### src/include/dtm_pkg.sv
// constants, types and helpers shared by the date/time command mailbox
// assumes a single 40 MHz clock and a same-clock register port
//
// Contract
// - first request word 768 selects the read date and time command
// - status shows 0x0003 while busy; master polls until it changes
// - executed command code is shown; master restarts on mismatch
// - status low byte holds error code, zero means success
// - too many parameters gives error code 15, status 0x030f
// - successful read sets reply length register to 8
// - reply word one: month high byte, day low byte
// - reply word two: year offset from 2000 high, hour low
// - reply word three: minutes high byte, seconds low byte
// - reply word four: full 16-bit millisecond count
// - every event is stamped with the current date and time
// - a supplied date and time becomes the current time
// - current time is broadcast to all attached modules
// - synchronized only if last sync lies within 2 hours
// - frame address is register number minus one
package dtm_pkg;
  // clock and timing
  localparam int CLK_HZ = 40_000_000;
  localparam int MS_PER_S = 1000;
  localparam int TICK_MS = 1;
  localparam int CYC_PER_TICK = CLK_HZ / MS_PER_S * TICK_MS;
  localparam int SYNC_WINDOW_H = 2;
  localparam int S_PER_H = 3600;
  localparam int SYNC_WINDOW_MS = SYNC_WINDOW_H * S_PER_H * MS_PER_S;

  // register numbers (frame address plus one)
  localparam logic [15:0] ADDR_TO_REG = 16'h0001;
  localparam logic [15:0] REG_REQ_BASE = 16'h1f40;
  localparam int REQ_WORDS = 20;
  localparam logic [15:0] REG_REQ_LAST = 16'h1f53;
  localparam logic [15:0] REG_EXEC_CODE = 16'h1f54;
  localparam logic [15:0] REG_STATUS = 16'h1f55;
  localparam logic [15:0] REG_REPLY_LEN = 16'h1f56;
  localparam logic [15:0] REG_MONTH_DAY = 16'h1f57;
  localparam logic [15:0] REG_YEAR_HOUR = 16'h1f58;
  localparam logic [15:0] REG_MIN_SEC = 16'h1f59;
  localparam logic [15:0] REG_MILLI = 16'h1f5a;

  // request word indices
  localparam logic [4:0] IDX_CMD = 5'h00;
  localparam logic [4:0] IDX_LEN = 5'h01;

  // command, status and error values
  localparam logic [15:0] CMD_READ_DT = 16'h0300;
  localparam logic [15:0] FIXED_LEN = 16'h000a;
  localparam logic [15:0] REPLY_LEN_DT = 16'h0008;
  localparam logic [15:0] LEN_NONE = 16'h0000;
  localparam logic [15:0] STATUS_BUSY = 16'h0003;
  localparam logic [15:0] STATUS_RESET = 16'h0000;
  localparam logic [7:0] STATUS_DONE_HI = 8'h03;
  localparam logic [7:0] ERR_OK = 8'h00;
  localparam logic [7:0] ERR_RANGE = 8'h0f;
  localparam logic [7:0] ERR_BAD_CMD = 8'h0e;

  // calendar limits; year offset counts from 2000
  localparam int YEAR_BASE = 2000;
  localparam logic [15:0] MSEC_MAX = 16'h03e7;
  localparam logic [7:0] SEC_MAX = 8'h3b;
  localparam logic [7:0] MIN_MAX = 8'h3b;
  localparam logic [7:0] HOUR_MAX = 8'h17;
  localparam logic [7:0] MON_MAX = 8'h0c;
  localparam logic [7:0] FIRST = 8'h01;
  localparam logic [7:0] MON_FEB = 8'h02;
  localparam logic [63:0] TIME_RESET = 64'h0101_0000_0000_0000;

  // packed time: mon, day, year, hour, min, sec, msec
  localparam int T_MON = 56;
  localparam int T_DAY = 48;
  localparam int T_YEAR = 40;
  localparam int T_HOUR = 32;
  localparam int T_MIN = 24;
  localparam int T_SEC = 16;

  typedef enum logic [5:0] {
    ST_IDLE   = 6'b000001,
    ST_RD_CMD = 6'b000010,
    ST_RD_LEN = 6'b000100,
    ST_CHECK  = 6'b001000,
    ST_LOAD   = 6'b010000,
    ST_DONE   = 6'b100000
  } dtm_state_t;

  // last day of a month; years divisible by four are leap years
  function automatic logic [7:0] dtm_month_days(input logic [7:0] mon,
                                                input logic [7:0] year);
    case (mon)
      8'h02: dtm_month_days = (year[1:0] == 2'h0) ? 8'h1d : 8'h1c;
      8'h04, 8'h06, 8'h09, 8'h0b: dtm_month_days = 8'h1e;
      default: dtm_month_days = 8'h1f;
    endcase
  endfunction : dtm_month_days

  // frame address to register number
  function automatic logic [15:0] dtm_reg_num(input logic [15:0] addr);
    dtm_reg_num = addr + ADDR_TO_REG;
  endfunction : dtm_reg_num
endpackage : dtm_pkg

### src/hdl/dtm_req_mem.sv
// storage for the 20-word command request block
// assumes one write and one read per cycle, read data one cycle later
`timescale 1ns/1ps
module dtm_req_mem
  import dtm_pkg::*;
(
  // clock and reset
  input wire logic clk,
  input wire logic rst,
  // write side
  input wire logic we,
  input wire logic [4:0] waddr,
  input wire logic [15:0] wdata,
  // read side
  input wire logic [4:0] raddr,
  output logic [15:0] rdata
);
  logic [15:0] mem [REQ_WORDS];

  // array has no reset; master always writes the whole block first
  always_ff @(posedge clk) begin
    if (we) begin
      mem[waddr] <= wdata;
    end
  end

  // registered read port
  always_ff @(posedge clk or posedge rst) begin
    if (rst) begin
      rdata <= 16'h0000;
    end else begin
      rdata <= mem[raddr];
    end
  end
endmodule : dtm_req_mem

### src/hdl/dtm_mailbox.sv
// date/time command mailbox with time-of-day keeper
// assumes register port and time/event inputs run on clk
`timescale 1ns/1ps
module dtm_mailbox
  import dtm_pkg::*;
#(
  parameter int CYC_PER_MS = CYC_PER_TICK,
  parameter int SYNC_MS = SYNC_WINDOW_MS
)(
  // clock and reset
  input wire logic clk,
  input wire logic rst,
  // register port, frame addressing
  input wire logic [15:0] reg_addr,
  input wire logic reg_wr,
  input wire logic [15:0] reg_wdata,
  input wire logic reg_rd,
  output logic [15:0] reg_rdata,
  output logic reg_rvalid,
  // external time setting
  input wire logic time_set,
  input wire logic [63:0] time_set_value,
  output logic ext_synced,
  // event stamping
  input wire logic event_req,
  output logic stamp_valid,
  output logic [63:0] stamp_time,
  // broadcast to attached modules
  output logic bcast_valid,
  output logic [63:0] bcast_time
);
  dtm_state_t state;
  logic [15:0] wr_reg;
  logic [15:0] rd_reg;
  logic req_hit;
  logic start;
  logic [4:0] mem_waddr;
  logic [4:0] mem_raddr;
  logic [15:0] mem_rdata;
  logic [15:0] cmd_q;
  logic [7:0] err_q;
  logic [15:0] exec_code;
  logic [15:0] status;
  logic [15:0] reply_len;
  logic [63:0] reply_time;
  logic [63:0] now;
  logic [31:0] tick_cnt;
  logic tick;
  logic [31:0] sync_age;
  logic bcast_req;
  logic sec_wrap;
  logic min_step;
  logic hour_step;
  logic day_step;
  logic mon_step;
  logic year_step;
  logic [15:0] next_rdata;

  // error code for a request: command first, then its length
  function automatic logic [7:0] judge_request(input logic [15:0] cmd,
                                               input logic [15:0] len);
    if (cmd != CMD_READ_DT) begin
      judge_request = ERR_BAD_CMD;
    end else if (len > FIXED_LEN) begin
      judge_request = ERR_RANGE;
    end else begin
      judge_request = ERR_OK;
    end
  endfunction : judge_request

  // one reply word out of the packed time, picked by register number
  function automatic logic [15:0] reply_word(input logic [63:0] v,
                                             input logic [15:0] rn);
    case (rn)
      REG_MONTH_DAY: reply_word = v[T_DAY+:16];
      REG_YEAR_HOUR: reply_word = v[T_HOUR+:16];
      REG_MIN_SEC: reply_word = v[T_SEC+:16];
      default: reply_word = v[15:0];
    endcase
  endfunction : reply_word

  // address decode on register numbers
  // read and write share one address bus, so both decode alike
  assign wr_reg = dtm_reg_num(reg_addr);
  assign rd_reg = dtm_reg_num(reg_addr);
  assign req_hit = reg_wr && (wr_reg >= REG_REQ_BASE)
                   && (wr_reg <= REG_REQ_LAST);
  // block writes while busy are dropped so a running command stays intact
  assign start = req_hit && (wr_reg == REG_REQ_LAST)
                 && (state == ST_IDLE);
  assign mem_waddr = 5'(wr_reg - REG_REQ_BASE);
  assign mem_raddr = (state == ST_RD_CMD) ? IDX_CMD : IDX_LEN;

  // request words live in a small memory; only command and length are
  // read back, so the sequencer spends two cycles fetching them
  dtm_req_mem u_req_mem (
    .clk(clk),
    .rst(rst),
    .we(req_hit && (state == ST_IDLE)),
    .waddr(mem_waddr),
    .wdata(reg_wdata),
    .raddr(mem_raddr),
    .rdata(mem_rdata)
  );

  // command sequencer
  // fixed five-cycle walk; the busy status covers all of it
  always_ff @(posedge clk or posedge rst) begin
    if (rst) begin
      state <= ST_IDLE;
    end else begin
      case (state)
        ST_IDLE: if (start) state <= ST_RD_CMD;
        ST_RD_CMD: state <= ST_RD_LEN;
        ST_RD_LEN: state <= ST_CHECK;
        ST_CHECK: state <= ST_LOAD;
        ST_LOAD: state <= ST_DONE;
        ST_DONE: state <= ST_IDLE;
        default: state <= ST_IDLE;
      endcase
    end
  end

  // decode command word, then judge the length word
  always_ff @(posedge clk or posedge rst) begin
    if (rst) begin
      cmd_q <= 16'h0000;
      err_q <= ERR_OK;
    end else if (state == ST_RD_LEN) begin
      cmd_q <= mem_rdata;
    end else if (state == ST_CHECK) begin
      err_q <= judge_request(cmd_q, mem_rdata);
    end
  end

  // reply buffer, filled before the status leaves busy
  // a failed command keeps the old reply words; the zero length register
  // and the error code in the status tell the master that they are stale
  always_ff @(posedge clk or posedge rst) begin
    if (rst) begin
      exec_code <= 16'h0000;
      reply_len <= LEN_NONE;
      reply_time <= 64'h0000_0000_0000_0000;
    end else if (state == ST_LOAD) begin
      exec_code <= cmd_q;
      if (err_q == ERR_OK) begin
        reply_len <= REPLY_LEN_DT;
        reply_time <= now;
      end else begin
        reply_len <= LEN_NONE;
      end
    end
  end

  // status: busy from the last block write until the buffer is done
  // the final code lands a cycle after the buffer, so a poller that
  // sees it may read the reply words at once
  always_ff @(posedge clk or posedge rst) begin
    if (rst) begin
      status <= STATUS_RESET;
    end else if (start) begin
      status <= STATUS_BUSY;
    end else if (state == ST_DONE) begin
      status <= {STATUS_DONE_HI, err_q};
    end
  end

  // read multiplexer; request block and unmapped numbers read as zero
  always_comb begin
    case (rd_reg)
      REG_EXEC_CODE: next_rdata = exec_code;
      REG_STATUS: next_rdata = status;
      REG_REPLY_LEN: next_rdata = reply_len;
      REG_MONTH_DAY: next_rdata = reply_word(reply_time, rd_reg);
      REG_YEAR_HOUR: next_rdata = reply_word(reply_time, rd_reg);
      REG_MIN_SEC: next_rdata = reply_word(reply_time, rd_reg);
      REG_MILLI: next_rdata = reply_word(reply_time, rd_reg);
      default: next_rdata = 16'h0000;
    endcase
  end

  // read data register; holds between reads so a slow master can look late
  always_ff @(posedge clk or posedge rst) begin
    if (rst) begin
      reg_rdata <= 16'h0000;
      reg_rvalid <= 1'b0;
    end else begin
      reg_rvalid <= reg_rd;
      if (reg_rd) begin
        reg_rdata <= next_rdata;
      end
    end
  end

  // millisecond tick prescaler; restarts on a time set
  // the restart makes the first ms after a set a full one, at the cost
  // of dropping the part of a ms that had already run
  always_ff @(posedge clk or posedge rst) begin
    if (rst) begin
      tick_cnt <= 32'h0000_0000;
      tick <= 1'b0;
    end else if (time_set || (tick_cnt == 32'(CYC_PER_MS - 1))) begin
      tick_cnt <= 32'h0000_0000;
      tick <= !time_set;
    end else begin
      tick_cnt <= tick_cnt + 32'h0000_0001;
      tick <= 1'b0;
    end
  end

  // carry chain of the calendar; each stage builds on the one below, and the day wrap also reads the month and year
  assign sec_wrap = tick && (now[15:0] == MSEC_MAX);
  assign min_step = sec_wrap && (now[T_SEC+:8] >= SEC_MAX);
  assign hour_step = min_step && (now[T_MIN+:8] >= MIN_MAX);
  assign day_step = hour_step && (now[T_HOUR+:8] >= HOUR_MAX);
  assign mon_step = day_step
                    && (now[T_DAY+:8] >= dtm_month_days(now[T_MON+:8],
                                                        now[T_YEAR+:8]));
  assign year_step = mon_step && (now[T_MON+:8] >= MON_MAX);

  // calendar counter; a set overrides the running count
  always_ff @(posedge clk or posedge rst) begin
    if (rst) begin
      now <= TIME_RESET;
    end else if (time_set) begin
      now <= time_set_value;
    end else if (tick) begin
      now[15:0] <= now[15:0] + 16'h0001;
      if (sec_wrap) begin
        now[15:0] <= 16'h0000;
        now[T_SEC+:8] <= now[T_SEC+:8] + 8'h01;
        if (min_step) begin
          now[T_SEC+:8] <= 8'h00;
          now[T_MIN+:8] <= now[T_MIN+:8] + 8'h01;
          if (hour_step) begin
            now[T_MIN+:8] <= 8'h00;
            now[T_HOUR+:8] <= now[T_HOUR+:8] + 8'h01;
            if (day_step) begin
              now[T_HOUR+:8] <= 8'h00;
              now[T_DAY+:8] <= now[T_DAY+:8] + 8'h01;
              if (mon_step) begin
                now[T_DAY+:8] <= FIRST;
                now[T_MON+:8] <= now[T_MON+:8] + 8'h01;
                if (year_step) begin
                  now[T_MON+:8] <= FIRST;
                  now[T_YEAR+:8] <= now[T_YEAR+:8] + 8'h01;
                end
              end
            end
          end
        end
      end
    end
  end

  // sync age in ms; flag drops once the window has run out
  // no partial ms at the start, since the prescaler restarts on a set
  always_ff @(posedge clk or posedge rst) begin
    if (rst) begin
      sync_age <= 32'h0000_0000;
      ext_synced <= 1'b0;
    end else if (time_set) begin
      sync_age <= 32'h0000_0000;
      ext_synced <= 1'b1;
    end else if (tick && ext_synced) begin
      if (sync_age == 32'(SYNC_MS - 1)) begin
        ext_synced <= 1'b0;
      end else begin
        sync_age <= sync_age + 32'h0000_0001;
      end
    end
  end

  // broadcast after every set and every whole second
  // the copy lags the count by a cycle; receivers take it on the pulse
  always_ff @(posedge clk or posedge rst) begin
    if (rst) begin
      bcast_req <= 1'b0;
      bcast_valid <= 1'b0;
      bcast_time <= TIME_RESET;
    end else begin
      bcast_req <= time_set || sec_wrap;
      bcast_valid <= bcast_req;
      if (bcast_req) begin
        bcast_time <= now;
      end
    end
  end

  // event stamp taken from the live counter
  // the live count, not the broadcast copy, so an event right after a
  // set already carries the new time
  always_ff @(posedge clk or posedge rst) begin
    if (rst) begin
      stamp_valid <= 1'b0;
      stamp_time <= 64'h0000_0000_0000_0000;
    end else begin
      stamp_valid <= event_req;
      if (event_req) begin
        stamp_time <= now;
      end
    end
  end
endmodule : dtm_mailbox

### config.mk
export PLATFORM = sky130hd
export DESIGN_NAME = dtm_mailbox
export DESIGN_NICKNAME = d
export VERILOG_FILES = /design/src/include/dtm_pkg.sv /design/src/hdl/dtm_req_mem.sv /design/src/hdl/dtm_mailbox.sv
export SDC_FILE = /design/constraint.sdc
export NUM_CORES = 1
export LEC_CHECK = 0
export BUFFER_PORTS_ARGS = -buffer_cell sky130_fd_sc_hd__buf_2
export CAP_MARGIN = 15
export CORE_MARGIN = 5
export CORE_UTILIZATION = 65
export CTS_BUF_LIST = sky130_fd_sc_hd__clkbuf_4 sky130_fd_sc_hd__clkbuf_8
export CTS_CLUSTER_SIZE = 10
export DETAILED_ROUTE_END_ITERATION = 10
export PLACE_DENSITY = 0.9
export SYNTH_ARGS = -nofsm -noshare
export SYNTH_HDL_FRONTEND = slang
export SYNTH_SLANG_ARGS = --single-unit
export TNS_END_PERCENT = 100
### constraint.sdc
create_clock -name clk -period 27.1 [get_ports clk]
set_clock_uncertainty 0.2 [all_clocks]
set_input_delay 2.71 -clock clk [delete_from_list [all_inputs] [get_ports clk]]
set_output_delay 2.71 -clock clk [all_outputs]
set_load 0.01 [all_outputs]
### Yosys cells after proc, flatten, opt, wreduce, memory -nomap -nowiden

Memory sizes are Yosys's and may differ from the RTL's. A register that Yosys moved wholly into a read port is not among the register bits.
Index checks and enable logic that the tools add are counted.

| word-level totals | value |
|---|---|
| bits of input ports | 102 |
| output and inout port bits | 148 |
| memories | 1 |
| register bits after elaboration | 420 |
| logic and storage cells | 139 |
| memory bits (writable) | 320 |

Memories:

| memory | depth | bits a word | rd ports | clocked after Yosys merged registers in | wr ports | line | text |
|---|---|---|---|---|---|---|---|
| u_req_mem.mem | 20 | 16 | 1 | 1 | 1 | dtm_req_mem.sv:18 | `logic [15:0] mem [REQ_WORDS];` |

| cells by class | value |
|---|---|
| equal/unequal tests | 25 |
| bitwise logic cells | 1 |
| magnitude comparators | 8 |
| add/sub/neg operators | 11 |
| reductions and logical operators | 38 |
| mux-type cells | 30 |

Operators with widths:

| kind | count |
|---|---|
| $mux 64 | 3 |
| $mux 32 | 5 |
| $eq 16x13->1 const B | 8 |
| $pmux 16 s7 | 1 |
| $add 32x1->32 const B | 2 |
| $add 8x1->8 const B | 6 |
| $mux 48 | 1 |
| $mux 40 | 1 |
| $add 16x1->16 const B | 2 |
| $eq 32x16->1 const B | 1 |
| $eq 32x23->1 const B | 1 |
| $mux 16 | 2 |
| $pmux 6 s5 | 1 |
| $mux 24 | 1 |
| $reduce_bool 2->1 | 10 |
| $eq 16x10->1 const B | 1 |
| $eq 8x3->1 const B | 2 |
| $eq 8x4->1 const B | 2 |
| $ge 16x13->1 const B | 1 |
| $ge 8x6->1 const B | 2 |
| $gt 16x4->1 const B | 1 |
| $le 16x13->1 const B | 1 |
| $mux 8 | 2 |
| $ne 16x10->1 const B | 1 |
| other kinds (29) | 55 |

### Logic depth before layout (Yosys ltp)

| logic depth | value |
|---|---|
| depth in word-level cells | 15 |
| mapped depth | 13 |
| mapped depth without buffers | 13 |

### Cells and area by module

A second synthesis with hierarchy kept.

| unflattened totals | value |
|---|---|
| cell total of the unflattened synthesis | 2275 |
| area total of the unflattened synthesis | 30802.0 um^2 |

Modules (own cells, without submodules):

| module | cells an instance | sequential area each (um^2) | area each (um^2) | times used |
|---|---|---|---|---|
| dtm_mailbox | 1592 | 9690.5 | 17893.4 | 1 |
| dtm_req_mem | 683 | 10009.6 | 12908.6 | 1 |

### Worst setup path before layout

OpenSTA, ideal clock, no wires.

| timing path | value |
|---|---|
| path kind | input port to flip-flop |
| start point | in reg_addr[0] |
| end point | mem u_req_mem.mem[1][0], enable pin |
| setup time | 0.409 ns |
| path buffers | 2 |
| stages on the path | 8 |
| setup slack | 21.338 ns |
| required time | 26.491 ns |
| arrival time | 5.153 ns |
| cells stage by stage | clkbuf_1 -> and2_1 -> clkbuf_1 -> and4_1 -> a21oi_1 -> o22ai_1 -> nand4_1 -> nor3_1 |

| between the ends | value |
|---|---|
| longest elaborated chain between the ends | 7 |
| elaborated cells on any way between the ends | 9 |
| those cells by class | 2 x add/sub; 2 x order compare; 2 x mux; 3 x reduce/logical |

Ends and longest elaborated chain:

| what | line | text |
|---|---|---|
| start: declaration | dtm_mailbox.sv:14 | `input wire logic [15:0] reg_addr,` |
| $add 16x1->16 * | dtm_pkg.sv:99 | `dtm_reg_num = addr + ADDR_TO_REG;` |
| $ge 16x13->1 | dtm_mailbox.sv:86 | `assign req_hit = reg_wr && (wr_reg >= REG_REQ_BASE)` |
| $logic_and 1x1->1 | dtm_mailbox.sv:86 |  |
| $logic_and 1x1->1 | dtm_mailbox.sv:87 | `&& (wr_reg <= REG_REQ_LAST);` |
| $logic_and 1x1->1 | dtm_mailbox.sv:99 | `.we(req_hit && (state == ST_IDLE)),` |
| $mux 1 | dtm_req_mem.sv:22 | `if (we) begin` |
| $mux 1 (implied by the code) | dtm_req_mem.sv:23 | `mem[waddr] <= wdata;` |
| end: declaration | dtm_req_mem.sv:18 |  |

Mark *: on every way between the ends. The rest lies on a longest branch, timed or not.

### Final worst setup path

| timing path | value |
|---|---|
| start point | in time_set |
| end point | reg sync_age[27] |

| between the ends | value |
|---|---|
| longest elaborated chain between the ends | 2 |
| elaborated cells on any way between the ends | 4 |
| those cells by class | 1 x eq/ne; 1 x mux; 2 x reduce/logical |

Ends and longest elaborated chain:

| what | line | text |
|---|---|---|
| start: declaration | dtm_mailbox.sv:21 | `input wire logic time_set,` |
| $ne 2x2->1 (no source line) or $reduce_bool 2->1 (tied branches) | - |  |
| $reduce_and 2->1 (no source line) | - |  |
| end signal: assignment | dtm_mailbox.sv:269 | `sync_age <= sync_age + 32'h0000_0001;` |
| end: declaration | dtm_mailbox.sv:49 | `logic [31:0] sync_age;` |

Several ways; a longest one is shown, not always the timed one.
A chain may end at the register's enable or synchronous reset.

==> impl_metrics.tcl <==
set metrics [dict create \
    postSynthAreaPerCell_um2 11.3 \
    required_ns 27.33 \
    cts_resized 0 \
    hold_start "u_req_mem.mem[0][3]$_DFFE_PP_" \
    io_buffer_count 249 \
    peakVddDrop_uv 49.7 \
    ys_async_sr_fraction 0.926 \
    vias_per_cell 6.09 \
    cts_tree "built" \
    dr.pass1.iters 8 \
    yosys.area.top_type "dfrtp_1" \
    worst_hold_slack_ns 0.238 \
    die_h_um 181 \
    r2r-start "now[3]$_DFFE_PP0P_" \
    intPower_mw 1.12 \
    row_count 62 \
    p_total_mw 1.50 \
    critPathArrivalTime_ns 5.45 \
    synth_nets 1801 \
    period_share 0.193 \
    setup_violations 0 \
    grt_pass1_vias 15000 \
    status "complete, no violations" \
    insertion_delay_ns 0.59 \
    post-route-min-period_ns 5.22 \
    num_io_pins 250 \
    p_sw_frac 0.248 \
    critical_path.max_fanout 59 \
    synthFlopType "dfrtp_1" \
    p_leak_nw 10.4 \
    post_route_cells_drive_above_1_share 0.314 \
    start_kind "input pin" \
    rsz0062_at_grt "false" \
    synthSimpleGateAreaFrac 0.159 \
    die-area_um2 32800 \
    yosysWarnings 0 \
    slowest_stage "nor4_1" \
    synth_compound_area_frac 0.0619 \
    vias 14500 \
    cts_sinks 435 \
    crit_start "time_set" \
    htree_levels 3 \
    synth.top_cell.area_share 0.524 \
    synthAdderAreaFrac 0.00987 \
    p_seq_frac 0.488 \
    worstMarginPinSlew_ns 1.14 \
    detail_route.iter0.violations 1417 \
    critical_path_class "input pin to register" \
    final_common_cell "dfrtp_1" \
    hold_viol_final 0 \
    gr-total-overflow 0 \
    clockBufferDepth 3 \
    final.setup.tns_ns 0 \
    core_area_um2 28800 \
    grt_first_pass_wirelength_mm 78.9 \
    cp_slowest_stage_delay_ns 1.01 \
    drtAntennaViolNets 0 \
    power_density_nw_per_um2 67.5 \
    synthMuxAreaShare 0.130 \
    cts_root_buf "clkbuf_8" \
    grt_max_degree 120 \
    postCtsSetupBuffers 0 \
    final_cell_mix "dfrtp_1, nand2_1, buf_2" \
    p_clk_frac 0.420 \
    relSlewSlack 0.233 \
    ys_ff_latch 435 \
    antenna_found_initial 3 \
    syn_area_um2 19000 \
    clock.fmax_mhz 192 \
    yosysSeqAreaShare 0.581 \
    synth_xor_area_frac 0.0355 \
    post-route-drc-count 0 \
    ys_top_cells_by_area "dfrtp_1, mux2_2, nand2_1, edfxtp_1, o21ai_0" \
    crit_family "simple AND/OR/NAND/NOR gates" \
    floorplan.initialDensity 0.660 \
    place_hpwl_mm 32.6 \
    synth_top_family_by_area "simple AND/OR/NAND/NOR gates" \
    yosysUniqueCellTypes 64 \
    cts_buffers 71 \
    track_usage 0.295 \
    maxCapViolations 0 \
    comb_power_share 0.092 \
    wl_mm 48.6 \
    synthCells 1684 \
    path_buf_inv 1 \
    clkTransAtPathRegs_ns 0.06 \
    area_delta_synth_final_pct 16.6 \
    dieWidth_um 181 \
    nNetsFinal 2058 \
    place.gp.congestion 0.923 \
    crit_chain "buf_4, a21oi_1, nand4b_1, nor4_1, nand3_1, xor2_1, nor2_1" \
    synth-edff-count 32 \
    routedWlPerCell_um 20.4 \
    hold_path.class "register to register" \
    end_kind "register" \
    power_switching_mw 0.372 \
    cts_hold_buf 0 \
    drv_slew 0 \
]
## routing by layer
metal	GRT usage	share of wire	up-vias
li1	-	-	6434
met1	0.382	0.38	7260
met2	0.493	0.50	686
met3	0.0639	0.079	142
met4	0.115	0.037	2
met5	0	0.00014	-
## sequential cells by signal (all words and copies together), names as in the netlist, 2 cells and up
| register | count |
|---|---|
| bcast_time | 64 |
| now | 64 |
| reply_time | 64 |
| stamp_time | 64 |
| sync_age | 32 |
| tick_cnt | 32 |
| u_req_mem.mem | 32 |
| cmd_q | 16 |
| exec_code | 16 |
| reg_rdata | 16 |
| u_req_mem.rdata | 16 |
| state | 6 |
| status | 4 |
| err_q | 2 |
## synthesized netlist by cell type (all sizes together), types with 3 or more instances
cell,n
o21a,4
or3,11
nor2b,18
a41oi,3
o31ai,6
nand3b,5
dfstp,5
nor3b,6
a21o,4
nor4b,10
and2,10
a22oi,16
nand3,53
nor2,100
nand4,29
and3,15
clkinv,3
clkbuf,71
a21oi,42
nand2,280
xor2,48
ha,15
xnor2,29
nor3,24
or2,3
mux2i,7
o21ai,100
inv,25
and4,5
dfrtp,398
nand4b,4
nor4,34
mux2,211
a2bb2oi,4
a31oi,8
buf,8
o2111ai,4
edfxtp,32
or4,8
nand2b,8
o22ai,4
## power by group through the flow
| stage | registers [mW] | clock network, mW | logic [mW] |
|---|---|---|---|
| finish | 0.730 | 0.628 | 0.138 |
| detailed placement | 0.740 | 0 | 0.137 |
| floorplan | 0.740 | 0 | 0.0711 |
| global route | 0.734 | 0.666 | 0.151 |
| global placement | 0.737 | 0 | 0.131 |
| CTS | 0.729 | 0.633 | 0.139 |
## area by class of cell
class                   count  area, um^2
flip-flops and latches    435       11100
multi-input cells        1142        7540
fillers                  1685        6630
clock buffers             117        1470
repair buffers            263        1350
well taps                 384         480
clock inverters            12         145
inverters                  28         113
diodes                      2        5.00
## stage by stage
step / cells / instance area (um^2) / setup WS [ns] / utilization
2_1_floorplan: 1684 / 19000 / 12.99 / -
3_3_place_gp: 2252 / 20500 / 21.48 / 0.714
3_5_place_dp: 2252 / 20500 / 21.35 / 0.714
4_1_cts: 2381 / 22200 / 21.94 / 0.770
5_1_grt: 2383 / 22200 / 21.65 / 0.770
6_report: 2383 / 22200 / 21.88 / 0.770
## logic make-up (layout without fill, tap and decap cells)
kind of cell | Yosys count | count (layout)
xor+xnor | 77 | 77
flops | 435 | 435
other cells | 0 | 2
mux | 219 | 219
compound gates | 202 | 202
fa+ha+maj | 15 | 15
buf+inv | 107 | 420
simple gates | 629 | 629
## worst reg2reg max path, cell delays in order, from the launching register on
cell,delay (ns)
dfrtp_1,0.51
or4_1,0.60
or4_4,0.56
nor4b_2,0.95
nand3_1,0.29
or3_1,0.38
a31oi_1,0.16
## path summary, 6_finish.rpt
path	endpoint	slack, ns	depth (start not counted)
worst min register to register	u_req_mem.rdata[3]$_DFF_PP0_	0.24	2
worst max-delay path	sync_age[27]$_DFFE_PP0P_	21.88	7
min in group asynchronous	bcast_time[5]$_DFFE_PP0P_	2.09	2
worst min-delay path	u_req_mem.rdata[3]$_DFF_PP0_	0.24	2
max in group asynchronous	bcast_req$_DFF_PP0_	22.30	4
worst max register to register	now[47]$_DFFE_PP0P_	23.37	6
(Power assumes the default switching activity.)
